$ cat config.mk
export PLATFORM = sky130hd
export DESIGN_NAME = afx_ctrl
export DESIGN_NICKNAME = d
export VERILOG_FILES = /design/src/logic/afx_pkg.sv /design/src/logic/afx_ctrl.sv
export SDC_FILE = /design/constraint.sdc
export NUM_CORES = 1
export LEC_CHECK = 0
export ABC_CLOCK_PERIOD_IN_PS = 2740
export BUFFER_PORTS_ARGS = -buffer_cell sky130_fd_sc_hd__buf_2
export CAP_MARGIN = 20
export CORE_MARGIN = 4
export CORE_UTILIZATION = 51
export DETAILED_ROUTE_END_ITERATION = 10
export GPL_ROUTABILITY_DRIVEN = 0
export HOLD_SLACK_MARGIN = 0.03
export PLACE_DENSITY = 0.75
export SLEW_MARGIN = 20
export SYNTH_ARGS = -nofsm -noshare
export SYNTH_HDL_FRONTEND = slang
export SYNTH_HIERARCHICAL = 1
export SYNTH_SLANG_ARGS = --single-unit
$ cat constraint.sdc
create_clock -name pclk -period 2.74 [get_ports pclk]
set_clock_uncertainty 0.2 [all_clocks]
set_input_delay 0.274 -clock pclk [delete_from_list [all_inputs] [get_ports pclk]]
set_output_delay 0.274 -clock pclk [all_outputs]
set_load 0.01 [all_outputs]
$ cat src/logic/afx_pkg.sv
// Package of offsets, fields and timing counts for the dual FIFO controller.
`default_nettype none
package afx_pkg;
  // ==========================================================================
  // Register offsets on APB (byte addresses).
  localparam logic [7:0] OFF_CTRL   = 8'h00;
  localparam logic [7:0] OFF_CMD0   = 8'h04;
  localparam logic [7:0] OFF_CMD1   = 8'h08;
  localparam logic [7:0] OFF_STATUS = 8'h0C;
  localparam logic [7:0] OFF_RDATA0 = 8'h10;
  localparam logic [7:0] OFF_RDATA1 = 8'h14;
  // ==========================================================================
  // Field positions.
  localparam int CTRL_MODE_LSB = 0;
  localparam int CTRL_FL0_BIT  = 2;
  localparam int CTRL_FL1_BIT  = 3;
  localparam int CMD_DATA_LSB  = 0;
  localparam int CMD_OP_LSB    = 20;
  localparam int ST_CH1_LSB    = 8;
  localparam int ST_COMP_LSB   = 16;
  localparam logic [3:0] CTRL_RESET = 4'hC;
  // ==========================================================================
  // Data width and channel mode.
  localparam int DW = 9;
  localparam logic [1:0] MODE_INDEP = 2'h0;
  localparam logic [1:0] MODE_WIDTH = 2'h1;
  localparam logic [1:0] MODE_DEPTH = 2'h2;
  // Command codes.
  localparam logic [2:0] OP_NONE  = 3'h0;
  localparam logic [2:0] OP_RESET = 3'h1;
  localparam logic [2:0] OP_WRITE = 3'h2;
  localparam logic [2:0] OP_READ  = 3'h3;
  localparam logic [2:0] OP_RETX  = 3'h4;
  // ==========================================================================
  // Timing: figures in ns, counts at 125 MHz, least times rounded up.
  localparam int CLK_PS       = 8000;
  localparam int SYNC_STAGES  = 3;
  localparam int T_STROBE_NS  = 15;
  localparam int T_ACCESS_NS  = 15;
  localparam int T_FLAG_NS    = 25;
  localparam int T_RESET_NS   = 15;
  localparam int T_RST_REC_NS = 15;
  localparam int STROBE_CYC = (T_STROBE_NS * 1000 + CLK_PS - 1) / CLK_PS;
  localparam int ACC_CYC    = (T_ACCESS_NS * 1000 + CLK_PS - 1) / CLK_PS;
  localparam int FLAG_CYC   = (T_FLAG_NS * 1000 + CLK_PS - 1) / CLK_PS;
  localparam int RESET_CYC  = (T_RESET_NS * 1000 + CLK_PS - 1) / CLK_PS;
  localparam int RREC_CYC   = (T_RST_REC_NS * 1000 + CLK_PS - 1) / CLK_PS;
  localparam logic [4:0] WR_LOW_CNT = 5'(STROBE_CYC - 1);
  localparam logic [4:0] RD_LOW_CNT = 5'(ACC_CYC + SYNC_STAGES);
  localparam logic [4:0] RS_LOW_CNT = 5'(RESET_CYC - 1);
  localparam logic [4:0] REC_CNT    = 5'(FLAG_CYC + SYNC_STAGES);
  localparam logic [4:0] RS_REC_CNT = 5'(RREC_CYC + FLAG_CYC + SYNC_STAGES);
  typedef enum logic [1:0] {AFX_IDLE, AFX_LOW, AFX_HIGH} afx_state_e;
endpackage
`default_nettype wire

$ cat src/logic/afx_ctrl.sv
// Host controller that drives two asynchronous FIFO channels from APB.
`default_nettype none

// ============================================================================
// One channel engine: sequences one pin cycle per command.
module afx_chan
  import afx_pkg::*;
(
  // Clock and reset
  input  wire logic          pclk,
  input  wire logic          presetn,
  // Command side
  input  wire logic          cmd_valid,
  input  wire logic [2:0]    cmd_op,
  input  wire logic [DW-1:0] cmd_data,
  input  wire logic          depth_mode,
  input  wire logic          first_load_lvl,
  input  wire logic          full_ok,
  input  wire logic          empty_ok,
  input  wire logic [DW-1:0] out_sync,
  output logic               busy,
  output logic               err,
  output logic [DW-1:0]      rdata,
  // FIFO pins
  output logic               w_n,
  output logic               r_n,
  output logic               fifo_reset_n,
  output logic               retransmit_n,
  output logic [DW-1:0]      in_bus
);
  afx_state_e      state_reg, state_next;
  logic [4:0]      cnt_reg, cnt_next;
  logic [2:0]      op_reg, op_next;
  logic            err_reg, err_next;
  logic [DW-1:0]   rdata_reg, rdata_next;
  logic [DW-1:0]   din_reg, din_next;
  logic            w_reg, w_next, r_reg, r_next;
  logic            rs_reg, rs_next, rt_reg, rt_next;
  logic            refuse;

  always_comb begin
    // Writes only while not full, reads only while not empty.
    refuse = ((cmd_op == OP_WRITE) && !full_ok) ||
             ((cmd_op == OP_READ) && !empty_ok) ||
             ((cmd_op == OP_RETX) && depth_mode) ||
             (cmd_op == OP_NONE) || (cmd_op > OP_RETX);
    state_next = state_reg;
    cnt_next   = cnt_reg;
    op_next    = op_reg;
    err_next   = err_reg;
    rdata_next = rdata_reg;
    din_next   = din_reg;
    w_next     = w_reg;
    r_next     = r_reg;
    rs_next    = rs_reg;
    rt_next    = rt_reg;
    case (state_reg)
      AFX_IDLE: begin
        if (cmd_valid) begin
          err_next = refuse;
          if (!refuse) begin
            op_next    = cmd_op;
            state_next = AFX_LOW;
            case (cmd_op)
              OP_RESET: begin
                rs_next  = 1'b0;
                cnt_next = RS_LOW_CNT;
              end
              OP_WRITE: begin
                w_next   = 1'b0;
                din_next = cmd_data;
                cnt_next = WR_LOW_CNT;
              end
              OP_READ: begin
                r_next   = 1'b0;
                cnt_next = RD_LOW_CNT;
              end
              default: begin
                rt_next  = 1'b0;
                cnt_next = WR_LOW_CNT;
              end
            endcase
          end
        end
      end
      AFX_LOW: begin
        if (cnt_reg == 5'h00) begin
          // Read data is taken before the strobe rises and the bus floats.
          if (op_reg == OP_READ) begin
            rdata_next = out_sync;
          end
          w_next     = 1'b1;
          r_next     = 1'b1;
          rs_next    = 1'b1;
          rt_next    = 1'b1;
          // Flags are given time to settle before the next command.
          cnt_next   = (op_reg == OP_RESET) ? RS_REC_CNT : REC_CNT;
          state_next = AFX_HIGH;
        end else begin
          cnt_next = cnt_reg - 5'h01;
        end
      end
      AFX_HIGH: begin
        if (cnt_reg == 5'h00) begin
          state_next = AFX_IDLE;
        end else begin
          cnt_next = cnt_reg - 5'h01;
        end
      end
      default: state_next = AFX_IDLE;
    endcase
  end

  always_ff @(posedge pclk or negedge presetn) begin
    if (!presetn) begin
      state_reg <= AFX_IDLE;
      cnt_reg   <= 5'h00;
      op_reg    <= OP_NONE;
      err_reg   <= 1'b0;
      rdata_reg <= '0;
      din_reg   <= '0;
      w_reg     <= 1'b1;
      r_reg     <= 1'b1;
      rs_reg    <= 1'b1;
      rt_reg    <= 1'b1;
    end else begin
      state_reg <= state_next;
      cnt_reg   <= cnt_next;
      op_reg    <= op_next;
      err_reg   <= err_next;
      rdata_reg <= rdata_next;
      din_reg   <= din_next;
      w_reg     <= w_next;
      r_reg     <= r_next;
      rs_reg    <= rs_next;
      rt_reg    <= rt_next;
    end
  end

  assign busy         = (state_reg != AFX_IDLE);
  assign err          = err_reg;
  assign rdata        = rdata_reg;
  assign w_n          = w_reg;
  assign r_n          = r_reg;
  assign fifo_reset_n = rs_reg;
  assign in_bus       = din_reg;
  // In depth mode the shared pin carries the first-load level instead.
  assign retransmit_n = depth_mode ? first_load_lvl : rt_reg;
endmodule

// ============================================================================
// Top: APB slave, pin synchronisers and two channel engines.
module afx_ctrl
  import afx_pkg::*;
(
  // APB
  input  wire logic          pclk,
  input  wire logic          presetn,
  input  wire logic          psel,
  input  wire logic          penable,
  input  wire logic          pwrite,
  input  wire logic [7:0]    paddr,
  input  wire logic [31:0]   pwdata,
  output logic [31:0]        prdata,
  output logic               pready,
  output logic               pslverr,
  // Channel 0 pins
  output logic               w0_n,
  output logic               r0_n,
  output logic               fifo_reset0_n,
  output logic               retransmit0_n,
  output logic [DW-1:0]      in_bus0,
  input  wire logic [DW-1:0] out_bus0,
  input  wire logic          full_flag0_n,
  input  wire logic          empty_flag0_n,
  input  wire logic          half_full_flag0_n,
  // Channel 1 pins
  output logic               w1_n,
  output logic               r1_n,
  output logic               fifo_reset1_n,
  output logic               retransmit1_n,
  output logic [DW-1:0]      in_bus1,
  input  wire logic [DW-1:0] out_bus1,
  input  wire logic          full_flag1_n,
  input  wire logic          empty_flag1_n,
  input  wire logic          half_full_flag1_n
);
  localparam int NS = 2 * DW + 6;
  logic [NS-1:0]   pin_raw, s1_reg, s2_reg, s3_reg, filt_reg, filt_next;
  logic [3:0]      ctrl_reg, ctrl_next;
  logic [1:0]      go_reg, go_next;
  logic [2:0]      op0_reg, op0_next, op1_reg, op1_next;
  logic [DW-1:0]   dat0_reg, dat0_next, dat1_reg, dat1_next;
  logic [31:0]     prdata_reg, prdata_next;
  logic            err_reg, err_next;
  logic [2:0]      fl0, fl1, comp, use0, use1;
  logic [1:0]      mode;
  logic            gang, acc, hit;
  logic [1:0]      busy, cerr;
  logic [DW-1:0]   rd0, rd1;

  // ==========================================================================
  // Pin synchronisers; a change counts once stages two and three agree.
  assign pin_raw = {out_bus1, out_bus0, half_full_flag1_n, full_flag1_n,
                    empty_flag1_n, half_full_flag0_n, full_flag0_n,
                    empty_flag0_n};
  always_comb begin
    filt_next = filt_reg;
    for (int i = 0; i < NS; i++) begin
      if (s2_reg[i] == s3_reg[i]) begin
        filt_next[i] = s3_reg[i];
      end
    end
  end
  always_ff @(posedge pclk or negedge presetn) begin
    if (!presetn) begin
      s1_reg   <= '1;
      s2_reg   <= '1;
      s3_reg   <= '1;
      filt_reg <= '1;
    end else begin
      s1_reg   <= pin_raw;
      s2_reg   <= s1_reg;
      s3_reg   <= s2_reg;
      filt_reg <= filt_next;
    end
  end

  // ==========================================================================
  // Flag selection: {half_full, full, empty}, all active low.
  assign mode = ctrl_reg[CTRL_MODE_LSB +: 2];
  // Single mode relies on the board grounding each chain-in pin.
  assign gang = (mode != MODE_INDEP);
  assign fl0  = filt_reg[2:0];
  assign fl1  = filt_reg[5:3];
  // Composite full and empty are asserted only when both chained devices assert them; composite half-full is never asserted.
  assign comp = {1'b1, fl0[1:0] | fl1[1:0]};
  always_comb begin
    case (mode)
      MODE_WIDTH: begin
        use0 = fl0;
        use1 = fl0;
      end
      MODE_DEPTH: begin
        use0 = comp;
        use1 = comp;
      end
      default: begin
        use0 = fl0;
        use1 = fl1;
      end
    endcase
  end

  // ==========================================================================
  // APB slave: zero wait states, error on unmapped addresses.
  assign acc = psel && penable;
  assign hit = (paddr == OFF_CTRL) || (paddr == OFF_CMD0) ||
               (paddr == OFF_CMD1) || (paddr == OFF_STATUS) ||
               (paddr == OFF_RDATA0) || (paddr == OFF_RDATA1);
  always_comb begin
    ctrl_next   = ctrl_reg;
    go_next     = 2'b00;
    op0_next    = op0_reg;
    op1_next    = op1_reg;
    dat0_next   = dat0_reg;
    dat1_next   = dat1_reg;
    prdata_next = prdata_reg;
    err_next    = 1'b0;
    if (psel && !penable) begin
      err_next    = !hit;
      prdata_next = 32'h0000_0000;
      if (!pwrite) begin
        case (paddr)
          OFF_CTRL:   prdata_next = {28'h0, ctrl_reg};
          OFF_STATUS: prdata_next = {13'h0, use0,
                                     3'h0, cerr[1], busy[1], fl1,
                                     3'h0, cerr[0], busy[0], fl0};
          OFF_RDATA0: prdata_next = gang ? {14'h0, rd1, rd0}
                                         : {23'h0, rd0};
          OFF_RDATA1: prdata_next = {23'h0, rd1};
          default:    prdata_next = 32'h0000_0000;
        endcase
      end
    end
    if (acc && pwrite) begin
      if (paddr == OFF_CTRL && busy == 2'b00) begin
        ctrl_next = pwdata[3:0];
      end
      // A command to a busy channel is dropped; busy shows in STATUS.
      if (paddr == OFF_CMD0 && busy == 2'b00) begin
        op0_next  = pwdata[CMD_OP_LSB +: 3];
        dat0_next = pwdata[CMD_DATA_LSB +: DW];
        op1_next  = pwdata[CMD_OP_LSB +: 3];
        dat1_next = (mode == MODE_WIDTH) ? pwdata[DW +: DW]
                                         : pwdata[CMD_DATA_LSB +: DW];
        go_next   = gang ? 2'b11 : 2'b01;
      end
      if (paddr == OFF_CMD1 && !gang && !busy[1]) begin
        op1_next  = pwdata[CMD_OP_LSB +: 3];
        dat1_next = pwdata[CMD_DATA_LSB +: DW];
        go_next   = 2'b10;
      end
    end
  end
  always_ff @(posedge pclk or negedge presetn) begin
    if (!presetn) begin
      ctrl_reg   <= CTRL_RESET;
      go_reg     <= 2'b00;
      op0_reg    <= OP_NONE;
      op1_reg    <= OP_NONE;
      dat0_reg   <= '0;
      dat1_reg   <= '0;
      prdata_reg <= 32'h0000_0000;
      err_reg    <= 1'b0;
    end else begin
      ctrl_reg   <= ctrl_next;
      go_reg     <= go_next;
      op0_reg    <= op0_next;
      op1_reg    <= op1_next;
      dat0_reg   <= dat0_next;
      dat1_reg   <= dat1_next;
      prdata_reg <= prdata_next;
      err_reg    <= err_next;
    end
  end
  assign pready  = 1'b1;
  assign prdata  = prdata_reg;
  assign pslverr = err_reg;

  // ==========================================================================
  // Channel engines.
  afx_chan u_ch0 (
    .pclk           (pclk),
    .presetn        (presetn),
    .cmd_valid      (go_reg[0]),
    .cmd_op         (op0_reg),
    .cmd_data       (dat0_reg),
    .depth_mode     (mode == MODE_DEPTH),
    .first_load_lvl (ctrl_reg[CTRL_FL0_BIT]),
    .full_ok        (use0[1]),
    .empty_ok       (use0[0]),
    .out_sync       (filt_reg[6 +: DW]),
    .busy           (busy[0]),
    .err            (cerr[0]),
    .rdata          (rd0),
    .w_n            (w0_n),
    .r_n            (r0_n),
    .fifo_reset_n   (fifo_reset0_n),
    .retransmit_n   (retransmit0_n),
    .in_bus         (in_bus0)
  );
  afx_chan u_ch1 (
    .pclk           (pclk),
    .presetn        (presetn),
    .cmd_valid      (go_reg[1]),
    .cmd_op         (op1_reg),
    .cmd_data       (dat1_reg),
    .depth_mode     (mode == MODE_DEPTH),
    .first_load_lvl (ctrl_reg[CTRL_FL1_BIT]),
    .full_ok        (use1[1]),
    .empty_ok       (use1[0]),
    .out_sync       (filt_reg[6 + DW +: DW]),
    .busy           (busy[1]),
    .err            (cerr[1]),
    .rdata          (rd1),
    .w_n            (w1_n),
    .r_n            (r1_n),
    .fifo_reset_n   (fifo_reset1_n),
    .retransmit_n   (retransmit1_n),
    .in_bus         (in_bus1)
  );
endmodule
`default_nettype wire

==> impl_metrics.json <==
{
  "rsz0062_at_grt": "no",
  "cts_buffer_depth": 3,
  "design.core.area_mm2": 0.0168,
  "clk_pin_slew_ps": 60,
  "vias": 5899,
  "timing.final.crit_share": 0.971,
  "synth_fa_ha_area_frac": 0.0513,
  "grt_overflow": 0,
  "fmax_mhz": 376,
  "nets": 923,
  "yosys.area_share.simple": 0.0812,
  "synth_compound_gate_area_share": 0.0943,
  "ys_top_cells_by_area": "dfstp_2, dfrtp_1, mux2_2",
  "cp_data_required_time_ps": 2910,
  "synth_ff_type": "dfstp_2",
  "portBuffers": 103,
  "die_area_mm2": 0.0195,
  "finalSetupTns_ps": 0,
  "synth-async-reset-ratio": 1.00,
  "grt_max_degree": 76,
  "powerDensity_mw_per_mm2": 772,
  "final_antenna_net_count": 0,
  "p_leak_nw": 5.15,
  "path_class": "reg2reg",
  "cts.htree.levels": 1,
  "ys_seq_area_frac": 0.616,
  "slew_headroom": 0.457,
  "drt_first_pass_iters": 5,
  "hold_violations": 0,
  "ys_types": 76,
  "cp_max_fo": 4,
  "synthDominantCellAreaShare": 0.316,
  "hpwl_um": 13200,
  "antenna_found_initial": 1,
  "setup_viol": 0,
  "dieWidth_um": 140,
  "postSynthCellCount": 645,
  "utilization": 0.665,
  "end_kind": "flip-flop",
  "syn_area_per_cell_um2": 13.7,
  "area_growth_pct": 26.3,
  "drive_gt1_frac": 0.460,
  "multi_input_area_mm2": 0.00315,
  "cts_root_buf": "clkbuf_16",
  "track_usage": 0.195,
  "synth-edff-count": 0,
  "seq_area_mm2": 0.00544,
  "row_count": 47,
  "setup_slack_ps": 78.8,
  "drt-total-wl_um": 19300,
  "cts-buffers-inserted": 22,
  "yosysWarningCount": 6,
  "grt_pass1_vias": 6196,
  "synth_top_family_by_area": "multiplexers",
  "hp-class": "in2reg",
  "initial_core_util": 0.527,
  "status": "finished clean",
  "netlist_area_mm2": 0.00882,
  "num_io_pins": 129,
  "maxCapViolCount": 0,
  "muxShareOfSynthArea": 0.120,
  "avgViaCountPerCell": 5.49,
  "period_needed_ps": 2660,
  "drt_iter0_drc": 397,
  "cts.sinks": 212,
  "synth-xor-area-share": 0.000992,
  "wire_per_inst_um": 18.0,
  "worst_ep_arrival_time_ps": 2830,
  "worst_slew_pin_slew_ps": 814,
  "ys_seq_elements": 212,
  "fin_cells": 1074,
  "tritoncts": "built",
  "die_h_um": 140,
  "grt_pass1_wl_um": 31400,
  "start_kind": "flip-flop",
  "yosysTopAreaCell": "dfstp_2",
  "dp_cells": 976,
  "nFillCells": 1158,
  "maxSlewViolCount": 0,
  "ir_drop_mv": 0.547,
  "pre_cts_ws_ps": 13.5,
  "drc": 0,
  "clk_latency_ps": 500
}
area by class of cell:
class / count / share of cell area
Antenna cell: 1 / 0.000225
Clock buffer: 34 / 0.0656
Clock inverter: 6 / 0.00606
Inverter: 30 / 0.0101
Multi-Input combinational cell: 383 / 0.283
Sequential cell: 212 / 0.488
Tap cell: 220 / 0.0247
Timing Repair Buffer: 188 / 0.123
worst paths after layout:
check / from / to / slack (ps) / depth (start not counted)
max: u_ch1/state_reg[0] / dat1_reg[3] / 80 / 9
min: penable / go_reg[0] / 70 / 4
max reg2reg: u_ch1/state_reg[0] / dat1_reg[3] / 80 / 9
min reg2reg: s1_reg[5] / s2_reg[5] / 150 / 0
max in group asynchronous: presetn / s3_reg[21] / 1360 / 3
min in group asynchronous: presetn / dat0_reg[8] / 160 / 2
cells in the mapped netlist (all sizes together) (3+ instances only):
| library cell | instances |
|---|---|
| dfrtp | 106 |
| dfstp | 106 |
| mux2 | 84 |
| inv | 30 |
| o21ai | 30 |
| maj3 | 24 |
| nand2 | 24 |
| nor2 | 24 |
| buf | 20 |
| ha | 17 |
| clkbuf | 12 |
| nor3 | 12 |
| mux2i | 11 |
| a21oi | 10 |
| a22oi | 10 |
| a22o | 9 |
| nand3 | 9 |
| nand2b | 8 |
| a21o | 5 |
| and3 | 5 |
| o21a | 5 |
| nand3b | 4 |
| nor4b | 4 |
| o22ai | 4 |
| or2 | 4 |
| or3b | 4 |
| or4b | 4 |
| a2bb2oi | 3 |
| nand4 | 3 |
| nor2b | 3 |
| nor3b | 3 |
| nor4 | 3 |
| o211ai | 3 |
| o221ai | 3 |
| or3 | 3 |
metrics by stage:
step	power, mW	hold slack [ps]	area, um^2
after floorplan	4.84	-222	8880
after global placement	5.29	132	9750
after detailed placement	5.39	131	9750
after CTS	8.61	35.8	11100
after global routing	9.04	62.6	11100
final	8.61	71.7	11100
per-layer routing:
metal  vias up  global-route usage  part of all wire
met4         0              0.0739             0.034
li1       2685                   -                 -
met1      2939               0.255              0.42
met2       215               0.333              0.50
met3        60              0.0261             0.048
met5         -                   0                 0
cells by family (layout without fill, tap and decap cells):
logic type               Yosys count  in the layout
buffers and inverters             62            258
multiplexers                      95             95
AO/OA/AOI/OAI                    111            111
XOR/XNOR                           1              1
adder cells (fa/ha/maj)           41             41
other                              2             15
AND/OR/NAND/NOR                  121            121
flip-flops                       212            212
worst max-delay path: stages, from the launching register on:
cell and delay [ps]:
dfrtp_1 410, inv_2 100, ha_4 140, inv_1 60, or3b_4 390, o41ai_4 300
buf_4 210, clkbuf_16 150, mux2_1 310, mux2_2 260
cells in the final DEF, fill, tap and decap left out, drive strengths merged, types with 5 or more instances in the layout:
master / synthesis / routed
o21ai: 30 / 30
dlygate4sd3: 0 / 50
dfrtp: 106 / 106
nand3: 9 / 9
and3: 5 / 5
conb: 2 / 14
buf: 20 / 136
a21oi: 10 / 10
a21o: 5 / 5
clkbuf: 12 / 36
a22o: 9 / 9
nor2: 24 / 24
mux2i: 11 / 11
o21a: 5 / 5
maj3: 24 / 24
mux2: 84 / 84
nand2b: 8 / 8
nor3: 12 / 12
inv: 30 / 31
a22oi: 10 / 10
dfstp: 106 / 106
ha: 17 / 17
nand2: 24 / 24
repair_timing:
action | CTS | global route
setup endpoints to repair | 2 | 9
pin swaps | 1 | 1
buffers inserted | 0 | 6
gates resized for setup | 0 | 10
hold buffers | 50 | 0
gates cloned | 0 | 1
endpoints found under the hold margin | 128 | 0
power breakdown:
group          switching (mW)  leakage, nW  total [mW]  internal, mW
clock network            1.19        0.397        3.13          1.94
logic                   0.980         2.18        1.81         0.834
registers               0.186         2.58        3.66          3.48
total                    2.36         5.15        8.61          6.25
Note: power is estimated with default switching activity, not from simulation.
